`src/common/wse_params.svh`:
```
// offsets, bit masks, detail codes and timing for the work station error encoder
// assumes an apb slave with 32-bit data and a 40 MHz MCLK
`ifndef WSE_PARAMS_SVH
`define WSE_PARAMS_SVH
// register byte offsets
`define WSE_OFF_CTRL      8'h00
`define WSE_OFF_STAT      8'h04
`define WSE_OFF_LINE      8'h08
// control register fields and reset value
`define WSE_CTRL_RESET    32'h0001_0013
`define WSE_RETRY_LSB     0
`define WSE_EO_EN_BIT     4
`define WSE_BUSY_LSB      8
// status byte bit masks, bit 0 is the most significant bit of a byte
`define WSE_HOST_DSR      8'h80
`define WSE_HOST_CF       8'h40
`define WSE_HOST_RU       8'h20
`define WSE_CAB_SF        8'h80
`define WSE_CAB_NORESP    8'h40
`define WSE_CAB_TXCHK     8'h20
`define WSE_CAB_ACTF      8'h10
`define WSE_CAB_PAR       8'h08
`define WSE_CAB_LEN       8'h04
`define WSE_CAB_EO        8'h01
`define WSE_CAB_LOGGED    8'h7D
`define WSE_DEV_BUSY      8'h80
`define WSE_DS1_SCAN      8'h20
`define WSE_DS1_MDT       8'h08
// detail codes for device status 0
`define WSE_CF_MODIFIER   8'h01
`define WSE_CF_COUNT      8'h02
`define WSE_CF_NO_ADDR    8'h03
`define WSE_CF_UNDERFLOW  8'h04
`define WSE_RU_NONOP      8'h02
`define WSE_RU_OFFLINE    8'h03
`define WSE_RU_OPERR      8'h05
`define WSE_RU_KBD        8'h06
`define WSE_RU_NO_POWER   8'h07
`define WSE_RU_SEQUENCE   8'h09
`define WSE_SF_FIELD      8'h01
`define WSE_SF_RESEQ      8'h02
`define WSE_SF_CHKDIG     8'h03
// field limits and timing
`define WSE_LINE_CHARS    8'd80
`define WSE_CHKDIG_MAX    8'd32
`define WSE_EO_TIME_MS    450
`define WSE_CLK_KHZ       40000
`endif

```
`src/common/wse_pkg.sv`:
```
// types shared by the work station error encoder and its bench
// constants live in wse_params.svh
package wse_pkg;
   typedef enum logic [2:0] {CMD_CLEAR_UNIT, CMD_TBL_SAVE, CMD_TBL_RESTORE, CMD_SCR_SAVE,
                             CMD_SCR_RESTORE, CMD_READ, CMD_READ_FIELDS, CMD_OTHER} wse_cmd_e;
   typedef enum {SEQ_IDLE, SEQ_TABLE} wse_seq_e;
   typedef struct packed {logic valid; wse_cmd_e cmd;} wse_cmd_s;
   typedef struct packed {
      logic bad_modifier; logic bad_count; logic no_addr;
      logic count_underflow; logic count_nonzero; logic no_format;
   } wse_cf_s;
   typedef struct packed {
      logic nonop; logic offline; logic operr_mode; logic kbd_locked; logic powered;
   } wse_term_s;
   typedef struct packed {
      logic field_valid; logic [7:0] def_len; logic [7:0] read_len;
      logic signed_num; logic end_attr;
      logic reseq_valid; logic [7:0] reseq_num; logic [7:0] nfields;
      logic chk_valid; logic [7:0] chk_len;
   } wse_fmt_s;
   typedef struct packed {
      logic done; logic no_resp; logic tx_fail; logic parity; logic len_err; logic act_fail;
   } wse_poll_s;
   typedef struct packed {logic valid; logic [7:0] code;} wse_code_s;
endpackage

```
`src/logic/wse_top.sv`:
```
// work station error encoder: classifies terminal faults into status bytes, apb slave
// assumes all event inputs are synchronous to MCLK and strobes last one cycle
`timescale 1ns/1ps
`include "wse_params.svh"
module wse_top #(
   parameter int unsigned EO_LIMIT = `WSE_EO_TIME_MS * `WSE_CLK_KHZ
) (
   input  wire logic              MCLK,
   input  wire logic              RSTN,
   input  wire logic              PSEL,
   input  wire logic              PENABLE,
   input  wire logic              PWRITE,
   input  wire logic [7:0]        PADDR,
   input  wire logic [31:0]       PWDATA,
   output logic                   PREADY,
   output logic [31:0]            PRDATA,
   output logic                   PSLVERR,
   input  wire wse_pkg::wse_cmd_s CMD,
   input  wire logic              CMD_DONE,
   input  wire wse_pkg::wse_cf_s  CF_FAULT,
   input  wire wse_pkg::wse_term_s TERM,
   input  wire wse_pkg::wse_fmt_s FMT,
   input  wire wse_pkg::wse_poll_s POLL,
   input  wire logic              TX_RECOVER,
   input  wire logic              EO_LEVEL,
   input  wire wse_pkg::wse_code_s REJECT,
   input  wire wse_pkg::wse_code_s SCAN_BAD,
   input  wire logic              MDT,
   output logic                   LOG_REQ,
   output logic                   POLL_BLOCK
);
   import wse_pkg::*;

   // first detail code found among flags, in priority order of the array
   function automatic logic [7:0] first_code(input logic [5:0] hit, input logic [47:0] codes);
      logic [7:0] c;
      c = 8'h00;
      for (int i = 5; i >= 0; i--) begin
         if (hit[i]) begin
            c = codes[i*8 +: 8];
         end
      end
      return c;
   endfunction

   logic [31:0] ctrl, next_ctrl;
   logic [31:0] prdata_q, next_prdata;
   logic        pready_q, next_pready, pslverr_q, next_pslverr;
   logic [7:0]  host, next_host, cable, next_cable, devcab, next_devcab;
   logic [7:0]  ds0, next_ds0, ds1, next_ds1;
   logic        held, next_held, log_q, next_log, block, next_block;
   logic [3:0]  fails, next_fails;
   wse_seq_e    seq, next_seq;
   logic [24:0] eo_cnt, next_eo_cnt;
   logic        eo_last, next_eo_last;
   logic [15:0] busy_cnt, next_busy_cnt;
   logic        busy_run, next_busy_run;

   // bus decode; pready is registered from the setup cycle so every access completes with no wait state
   logic setup, access, rd_stat, rd_line, wr_ctrl, mapped;
   assign setup   = PSEL & ~PENABLE;
   assign access  = PSEL & PENABLE & pready_q;
   assign mapped  = (PADDR == `WSE_OFF_CTRL) | (PADDR == `WSE_OFF_STAT) |
                    (PADDR == `WSE_OFF_LINE);
   assign rd_stat = access & ~PWRITE & (PADDR == `WSE_OFF_STAT);
   assign rd_line = access & ~PWRITE & (PADDR == `WSE_OFF_LINE);
   assign wr_ctrl = access & PWRITE & (PADDR == `WSE_OFF_CTRL);

   // category hits: each six-bit flag vector, several bits possibly set, feeds first_code with its code table
   logic [5:0] cf_hit, ru_hit, sf_hit;
   logic       cf_any, ru_any, sf_any, seq_err, eo_tmo, busy_tmo, retry_out;
   always_comb begin
      cf_hit[0] = CF_FAULT.bad_modifier;
      cf_hit[1] = CF_FAULT.bad_count;
      cf_hit[2] = CF_FAULT.no_addr;
      // all three byte-count cases share code 04
      cf_hit[3] = CF_FAULT.count_underflow | CF_FAULT.count_nonzero | CF_FAULT.no_format;
      cf_hit[5:4] = 2'b00;
      // screen command needs a table command first; table mode rejects the read, read fields and other commands
      seq_err = CMD.valid & ((seq == SEQ_IDLE & (CMD.cmd == CMD_SCR_SAVE |
                CMD.cmd == CMD_SCR_RESTORE)) | (seq == SEQ_TABLE & (CMD.cmd == CMD_READ |
                CMD.cmd == CMD_READ_FIELDS | CMD.cmd == CMD_OTHER)));
      // power and session are checked before the rest
      ru_hit[0] = CMD.valid & ~TERM.powered;
      ru_hit[2] = CMD.valid & TERM.offline;
      ru_hit[1] = CMD.valid & TERM.nonop;
      // operator error mode, keyboard unlocked at read time
      ru_hit[3] = CMD.valid & TERM.operr_mode;
      ru_hit[4] = CMD.valid & ~TERM.kbd_locked &
                  (CMD.cmd == CMD_READ | CMD.cmd == CMD_READ_FIELDS);
      ru_hit[5] = seq_err;
      // zero length, no end attribute, one-byte signed, 80-column crossing
      sf_hit[0] = FMT.field_valid & ((FMT.read_len == 8'h00) | ~FMT.end_attr |
                  (FMT.signed_num & FMT.read_len == 8'h01) |
                  ((FMT.def_len > `WSE_LINE_CHARS) != (FMT.read_len > `WSE_LINE_CHARS)));
      sf_hit[1] = FMT.reseq_valid & ((FMT.reseq_num == 8'h00) | (FMT.reseq_num > FMT.nfields));
      sf_hit[2] = FMT.chk_valid & (FMT.chk_len > `WSE_CHKDIG_MAX);
      sf_hit[5:3] = 3'b000;
      cf_any = |cf_hit;
      ru_any = |ru_hit;
      sf_any = |sf_hit;
   end

   // retry budget taken from the control register
   assign retry_out = (fails >= ctrl[`WSE_RETRY_LSB +: 4]);
   assign eo_tmo    = ctrl[`WSE_EO_EN_BIT] & (eo_cnt == 25'(EO_LIMIT - 1));
   assign busy_tmo  = busy_run & (busy_cnt == ctrl[`WSE_BUSY_LSB +: 16]);

   // status bytes, detail codes, poll block and log request
   always_comb begin
      logic [7:0] h_set, c_set, d_set;
      h_set = {REJECT.valid, cf_any, ru_any, 5'b00000};
      c_set = 8'h00;
      d_set = 8'h00;
      next_fails = fails;
      next_seq = seq;
      if (POLL.done) begin
         if (POLL.no_resp | POLL.parity) begin
            if (retry_out) begin
               // timeout only once the retries are spent
               c_set |= POLL.no_resp ? `WSE_CAB_NORESP : 8'h00;
               // parity check after the last retry
               c_set |= POLL.parity ? `WSE_CAB_PAR : 8'h00;
               next_fails = 4'h0;
            end else begin
               next_fails = fails + 4'h1;
            end
         end else begin
            next_fails = 4'h0;
         end
         c_set |= POLL.tx_fail ? `WSE_CAB_TXCHK : 8'h00;
         c_set |= POLL.len_err ? `WSE_CAB_LEN : 8'h00;
         c_set |= POLL.act_fail ? `WSE_CAB_ACTF : 8'h00;
      end
      c_set |= sf_any ? `WSE_CAB_SF : 8'h00;
      c_set |= eo_tmo ? `WSE_CAB_EO : 8'h00;
      d_set |= busy_tmo ? `WSE_DEV_BUSY : 8'h00;
      // host summary bits; set wins over read clear
      next_host = (rd_stat ? 8'h00 : host) | h_set;
      next_cable = (rd_stat ? 8'h00 : cable) | c_set;
      next_devcab = (rd_line ? 8'h00 : devcab) | d_set;
      // only recorded bits request a log entry
      next_log = |(c_set & `WSE_CAB_LOGGED) | (|d_set);
      // polls stay blocked until the line recovers; a new failure beats the recover
      next_block = (TX_RECOVER ? 1'b0 : block) | (POLL.done & POLL.tx_fail);
      if (CMD.valid) begin
         if (CMD.cmd == CMD_TBL_SAVE | CMD.cmd == CMD_TBL_RESTORE) begin
            next_seq = SEQ_TABLE;
         end else if (CMD.cmd != CMD_CLEAR_UNIT & CMD.cmd != CMD_SCR_SAVE &
                      CMD.cmd != CMD_SCR_RESTORE) begin
            next_seq = SEQ_IDLE;
         end
      end
      // byte 0 and the scan bit of byte 1 freeze at the first fault until the status read
      next_held = rd_stat ? 1'b0 : held;
      next_ds0 = rd_stat ? 8'h00 : ds0;
      next_ds1 = rd_stat ? 8'h00 : ds1;
      if (!held) begin
         // one category fills byte 0, in fixed priority
         if (REJECT.valid) begin
            next_ds0 = {4'h0, REJECT.code[3:0]};
            next_held = 1'b1;
         end else if (cf_any) begin
            // table holds only 01 to 04
            next_ds0 = first_code(cf_hit, {16'h0000, `WSE_CF_UNDERFLOW, `WSE_CF_NO_ADDR,
                                           `WSE_CF_COUNT, `WSE_CF_MODIFIER});
            next_held = 1'b1;
         end else if (ru_any) begin
            next_ds0 = first_code({ru_hit[5], ru_hit[4], ru_hit[3], ru_hit[1], ru_hit[2],
                                   ru_hit[0]}, {`WSE_RU_SEQUENCE, `WSE_RU_KBD,
                                   `WSE_RU_OPERR, `WSE_RU_NONOP, `WSE_RU_OFFLINE,
                                   `WSE_RU_NO_POWER});
            next_held = 1'b1;
         end else if (sf_any) begin
            next_ds0 = first_code(sf_hit, {24'h000000, `WSE_SF_CHKDIG, `WSE_SF_RESEQ,
                                           `WSE_SF_FIELD});
            next_held = 1'b1;
         end else if (SCAN_BAD.valid) begin
            // byte 1 names the scan fault, byte 0 holds the code
            next_ds0 = SCAN_BAD.code;
            next_ds1 = (rd_stat ? 8'h00 : ds1) | `WSE_DS1_SCAN;
            next_held = 1'b1;
         end
      end
      // data tag is informational and never freezes byte 0
      // tag lands on bit 4 of byte 1
      if (MDT) begin
         next_ds1 = next_ds1 | `WSE_DS1_MDT;
      end
   end

   // timers for the even/odd level and the command processing limit
   always_comb begin
      next_eo_last = EO_LEVEL;
      next_eo_cnt = eo_cnt;
      // count restarts on each level change, held at zero when disabled
      if (!ctrl[`WSE_EO_EN_BIT] | (EO_LEVEL != eo_last) | eo_tmo) begin
         next_eo_cnt = 25'h0;
      end else begin
         next_eo_cnt = eo_cnt + 25'h1;
      end
      // timer armed by a command, stopped by done or by the timeout
      next_busy_run = busy_run;
      next_busy_cnt = busy_cnt;
      if (CMD.valid) begin
         next_busy_run = 1'b1;
         next_busy_cnt = 16'h0;
      end else if (CMD_DONE | busy_tmo) begin
         next_busy_run = 1'b0;
      end else if (busy_run) begin
         next_busy_cnt = busy_cnt + 16'h1;
      end
   end

   // apb slave: setup cycle loads data and pready, access edge commits
   always_comb begin
      next_ctrl = wr_ctrl ? PWDATA : ctrl;
      next_pready = setup;
      next_pslverr = setup & ~mapped;
      next_prdata = 32'h0;
      if (setup & ~PWRITE) begin
         unique case (PADDR)
            `WSE_OFF_CTRL: next_prdata = ctrl;
            `WSE_OFF_STAT: next_prdata = {ds1, ds0, cable, host};
            `WSE_OFF_LINE: next_prdata = {16'h0, fails, 3'b000, block, devcab};
            default:       next_prdata = 32'h0;
         endcase
      end
   end

   // register stage for all groups
   always_ff @(posedge MCLK) begin
      if (!RSTN) begin
         ctrl <= `WSE_CTRL_RESET;
         prdata_q <= 32'h0;
         pready_q <= 1'b0;
         pslverr_q <= 1'b0;
         host <= 8'h00;
         cable <= 8'h00;
         devcab <= 8'h00;
         ds0 <= 8'h00;
         ds1 <= 8'h00;
         held <= 1'b0;
         log_q <= 1'b0;
         block <= 1'b0;
         fails <= 4'h0;
         seq <= SEQ_IDLE;
         eo_cnt <= 25'h0;
         eo_last <= 1'b0;
         busy_cnt <= 16'h0;
         busy_run <= 1'b0;
      end else begin
         ctrl <= next_ctrl;
         prdata_q <= next_prdata;
         pready_q <= next_pready;
         pslverr_q <= next_pslverr;
         host <= next_host;
         cable <= next_cable;
         devcab <= next_devcab;
         ds0 <= next_ds0;
         ds1 <= next_ds1;
         held <= next_held;
         log_q <= next_log;
         block <= next_block;
         fails <= next_fails;
         seq <= next_seq;
         eo_cnt <= next_eo_cnt;
         eo_last <= next_eo_last;
         busy_cnt <= next_busy_cnt;
         busy_run <= next_busy_run;
      end
   end

   assign PREADY = pready_q;
   assign PRDATA = prdata_q;
   assign PSLVERR = pslverr_q;
   assign LOG_REQ = log_q;
   assign POLL_BLOCK = block;
endmodule

```
`config.mk`:
```
export PLATFORM = sky130hd
export DESIGN_NAME = wse_top
export DESIGN_NICKNAME = d
export VERILOG_FILES = /design/src/common/wse_pkg.sv /design/src/logic/wse_top.sv
export VERILOG_INCLUDE_DIRS = /design/src /design/src/common
export SDC_FILE = /design/constraint.sdc
export NUM_CORES = 1
export LEC_CHECK = 0
export BUFFER_PORTS_ARGS = -buffer_cell sky130_fd_sc_hd__buf_2
export CORE_ASPECT_RATIO = 0.9
export CORE_MARGIN = 2
export CORE_UTILIZATION = 30
export CTS_BUF_LIST = sky130_fd_sc_hd__clkbuf_16
export DETAILED_ROUTE_END_ITERATION = 7
export RECOVER_POWER = 25
export SLEW_MARGIN = 20
export SYNTH_ARGS = -nofsm -noshare
export SYNTH_HDL_FRONTEND = slang
export SYNTH_SLANG_ARGS = --single-unit
```
`constraint.sdc`:
```
create_clock -name MCLK -period 3.86 [get_ports MCLK]
set_input_delay 0.965 -clock MCLK [delete_from_list [all_inputs] [get_ports MCLK]]
set_output_delay 0.965 -clock MCLK [all_outputs]
set_load 0.02 [all_outputs]
```
; ---- Yosys cells after proc, flatten, opt, wreduce, memory -nomap -nowiden
; Cells that the tools add are included.
[word_totals]
ff_bits = 188
inputBits = 133
out_inout_bits = 36
word_cells = 183
[op_classes]
addsub = 3
magnitude_cmp = 5
eq_ne = 17
muxes = 58
n_bitwise = 64
n_reduce_logical = 18
[ops]
columns = operator, count
row1 = 8-bit 2-to-1 mux, 25
row2 = 32-bit one-hot mux with 3 select lines, 1
row3 = 32-bit 2-to-1 mux, 2
row4 = 6-bit 2-to-1 mux, 7
row5 = "32-bit by 2-bit == test with 1-bit output, second input constant", 1
row6 = 32-bit logical NOT, 1
row7 = 8-bit bitwise OR, 4
row8 = 1-bit AND, 28
row9 = "25-bit by 1-bit adder with 25-bit output, second input constant", 1
row10 = "25-bit == test, second input constant", 1
row11 = 8-bit logical NOT, 3
row12 = 7-bit 2-to-1 mux, 3
row13 = 4-bit 2-to-1 mux, 5
row14 = 1-bit bitwise OR, 19
row15 = "16-bit by 1-bit adder with 16-bit output, second input constant", 1
row16 = 16-bit == test, 1
row17 = "8-bit by 7-bit greater-than comparator with 1-bit output, second input constant", 2
row18 = "3-bit == test, second input constant", 4
row19 = 6-bit OR reduction, 2
row20 = 1-bit 2-to-1 mux, 11
row21 = "8-bit by 1-bit == test with 1-bit output, second input constant", 1
row22 = "8-bit by 3-bit == test with 1-bit output, second input constant", 1
row23 = "8-bit by 4-bit == test with 1-bit output, second input constant", 1
row24 = "8-bit by 6-bit greater-than comparator with 1-bit output, second input constant", 1
row25 = 25 further kinds, 39

; ---- Longest topological paths before layout
[logic_depth]
depth_word = 16
mapped_depth = 9
depth_no_buf = 9

; ---- Worst setup path before layout
; Ideal clock, no wire load.
[synth_timing]
path_type = input to register
startpoint = input CF_FAULT[5] (netlist bit)
endpoint = register ds1[5]
setup_ps = 71
arrival_time_ps = 2908
t_required_ps = 3789
slack_ps = 882
cell_stages = 7
n_path_buf = 0
path_cell_list = or4_4 -> or3_4 -> a211o_1 -> nand2b_1 -> nand4b_4 -> or3b_1 -> a21oi_1
[synth_between]
elab_chain_len = 4
[synth_rtl]
columns = element, line_no
row1 = "start, declared", wse_top.sv:20  ; input wire wse_pkg::wse_cf_s CF_FAULT,
row2 = 4-bit OR reduction, wse_top.sv:99  ; cf_any = |cf_hit;
row3 = 6-bit 2-to-1 mux, wse_top.sv:163  ; end else if (cf_any) begin
row4 = 6-bit 2-to-1 mux, wse_top.sv:160  ; if (REJECT.valid) begin
row5 = 6-bit 2-to-1 mux, wse_top.sv:158  ; if (!held) begin
row6 = "end signal, assigned", wse_top.sv:261  ; ds1 <= next_ds1;
row7 = "end, declared", wse_top.sv:50  ; logic [7:0] ds0, next_ds0, ds1, next_ds1;
; No other way between the ends.
; A chain may end at the register's enable or synchronous reset.

; ---- Final worst setup path
; Same ends and word-level chain as after synthesis.

==> key figures <==
Synthesis
  • Simple-gate share of the synthesized area: 0.244
  • Top post-synthesis cells by area: dfxtp_1 (45%), nand2_1 (6.2%), nor2_1 (6.0%)
  • Cell taking the most area after synthesis: dfxtp_1
  • Adder-Cell Fraction of Synth Area: 0.0318
  • Post-synthesis mux area share: 0.0131
  • Number of enable-type register cells in the synthesized netlist: 0
  • Synthesized area: 6210 sq um
  • Syn Area/Cell: between 8 and 9 sq um
  • Post-synthesis xor/xnor area fraction: 0.0804
  • Commonest register cell after synthesis: dfxtp_1
  • Syn_nets: 891
  • Synth cell count leaders: dfxtp_1 (138), nand2_1 (102), nor2_1 (99)
  • Largest family of logic cells by synthesized area: simple AND/OR/NAND/NOR gates
  • Synth Register Bits: 138
  • Compound-Gate Fraction of Synth Area: 0.142
  • Most frequent cell after synthesis: dfxtp_1
  • Seq/Total Area, Yosys: 0.445
  • Ys async rst share: 0
  • Gate count of the mapped netlist: about 740
  • Synth unique cells: 63
  • Area fraction of the dominant cell type after synthesis: 0.445
  • Warnings, synthesis: 0

Worst setup path
  • Startpoint Class: input port
  • R2r startpoint: eo_cnt[22]
  • CP required: 4.21 ns
  • CP Capture Type: flip-flop
  • Largest fanout on the critical path: 4
  • Crit Path Category: input port to flip-flop
  • Reg2Reg Setup Slack: 1.42 ns
  • Worst Setup SP: CF_FAULT[5]
  • Data arrival, critical path: 3.17 ns

Timing
  • Max-slew violations: 0
  • Worst-margin pin slew: approximately 1.0 ns
  • Final worst-path cycle share: 0.731
  • RSZ-0062 raised after global routing: no
  • Worst hold slack: 0.445 ns
  • Final Critical Period: 2.82 ns
  • Hold Vio Cnt, Final: 0
  • Rel. slew slack: 0.301
  • Fmax: 354 MHz
  • Skew final: just under 0.009 ns
  • Setup_tns: 0 ns
  • Final setup vio count: 0

Cells and area
  • Layout cells sized above 1: 0.200
  • Final Instance Area: 7850 sq um
  • Ant. Diodes: 0
  • Layout area overhead: 26.5%
  • Layout Nets: ~1,100
  • Fill cells: 2,140

CTS
  • Hold_buf cts: 0
  • TritonCTS buffer count: 17
  • TritonCTS clock tree: built
  • Clock Path Buffers: 2
  • Total setup buffers inserted after CTS: 0
  • CTS clock-pin slew for the worst setup and hold paths: 0.06 ns
  • H-tree depth: 4
  • Clock root cell: clkbuf_16
  • CTS resizes: 0
  • CTS sink count: ~140
  • Clock Latency Late Sink: 0.42 ns

Floorplanning
  • Die W: approximately 160 microns
  • Ports: 169
  • Initial Util: 0.309
  • Rows: just under 50
  • Die Y: 140 microns
  • Std-Cell Core Area: ~20,000 sq um
  • Die Area: 21,900 sq um

Power and ir drop
  • PD cells: roughly 420 nW/um^2
  • Static Leak: ~3.2 nW
  • Peak supply drop: approximately 270 uV

Drt
  • TritonRoute pass-1 iters: 4
  • Vias: around 5,700
  • Post-Route WL: 17,400 microns
  • DR iter-0 viols: 255
  • WL/cell: 14.9 microns
  • Drt drc: 0
  • Final ANT Viol Nets: 0
  • Via density: 4.85

Worst hold path
  • Hold path start: eo_cnt[0]
  • HP Class: flip-flop to flip-flop

Place
  • Placer Congestion: 0.850
  • Detail Placement HPWL: 13,300 microns
  • Buffers on Ports: 164
  • Area after DPL: 7330 sq um

Global route
  • Grt ovf: 0
  • Initial antenna violation count: 3
  • Vias in the first global route: 5,456
  • First-pass GRT wire length: between 20,000 and 30,000 microns
  • Total track usage: 0.163
  • Largest net degree at the start of global routing: 26

Status
  • Outcome: finished clean

Job
  • Maxcap violations: 0
[metal layers]
metal / vias up / track usage / part of all wire
met1: 2581 / 0.200 / 0.45
met3: 25 / 0.0526 / 0.070
li1: 2899 / - / -
met2: 174 / 0.267 / 0.46
met4: 4 / 0.0589 / 0.020
met5: - / 0 / 0.0012
[placed cells by master, fill, tap and decap left out, types with 4 or more instances in the layout]
master / n
a211oi_1: 4
a21oi_1: 60
a22o_1: 4
a22oi_1: 18
and3_1: 19
and4_1: 4
buf_2: 127
buf_4: 14
clkbuf_1: 40
clkbuf_16: 17
dfxtp_1: 138
ha_1: 15
inv_1: 33
mux2i_1: 7
nand2_1: 102
nand2b_1: 5
nand3_1: 22
nand4_1: 14
nor2_1: 99
nor2b_1: 5
nor3_1: 17
nor4_1: 9
o211ai_1: 6
o21ai_0: 13
or4_1: 4
xnor2_1: 23
xor2_1: 34
[per-stage QoR]
step / total power [mW] / instances / utilization / setup slack (ns)
after detailed placement: 1.71 / 1143 / 0.365 / 0.642
after global routing: 3.41 / 1172 / 0.391 / 0.965
final: 3.28 / 1172 / 0.391 / 1.04
after CTS: 3.33 / 1172 / 0.393 / 1.07
after floorplan: 1.60 / 743 / - / 0.882
after global placement: 1.71 / 1143 / 0.365 / 0.661
[worst max-delay path, cell delays in order]
cell      delay (ns)
buf_2           0.13
or4_4           0.54
or3_4           0.36
a211o_1         0.29
nand2b_1        0.14
nand4b_4        0.20
or3b_1          0.39
a21oi_1         0.15
[flip-flops by register name (all words and copies together), names as in the netlist, 2 cells and up]
name	flops
host	3
busy_cnt	16
cable	7
PRDATA	32
fails	4
ds1	2
eo_cnt	25
ds0	8
ctrl	32
[cell type report]
type	count	area [sq um]	area share
clock inverter	12	153	0.0194
multi-input combinational	536	3180	0.405
clock buffer	17	425	0.0542
tap	255	319	0.0406
timing repair buffer	181	891	0.113
sequential	138	2760	0.352
inverter	33	124	0.0158
[cells by family (layout without fill, tap and decap cells)]
kind of cell,Yosys count,count (layout)
multiplexers,8,8
AO/OA/AOI/OAI,135,135
XOR/XNOR,57,57
AND/OR/NAND/NOR,320,320
flip-flops,138,138
adder cells (fa/ha/maj),16,16
buffers and inverters,69,243
[final timing paths]
| kind | end | cells after the start |
|---|---|---|
| max reg2reg | eo_cnt[23] | 6 |
| max | ds1[5] | 8 |
| min reg2reg | eo_cnt[0] | 1 |
| min | eo_cnt[0] | 1 |
[power by group]
part	internal, mW	total, mW	switching [mW]
Sequential	1.44	1.46	0.0144
Clock	1.00	1.60	0.600
Combinational	0.0993	0.223	0.124
Total	2.54	3.28	0.739
Note: power is estimated with default switching activity, not from simulation.
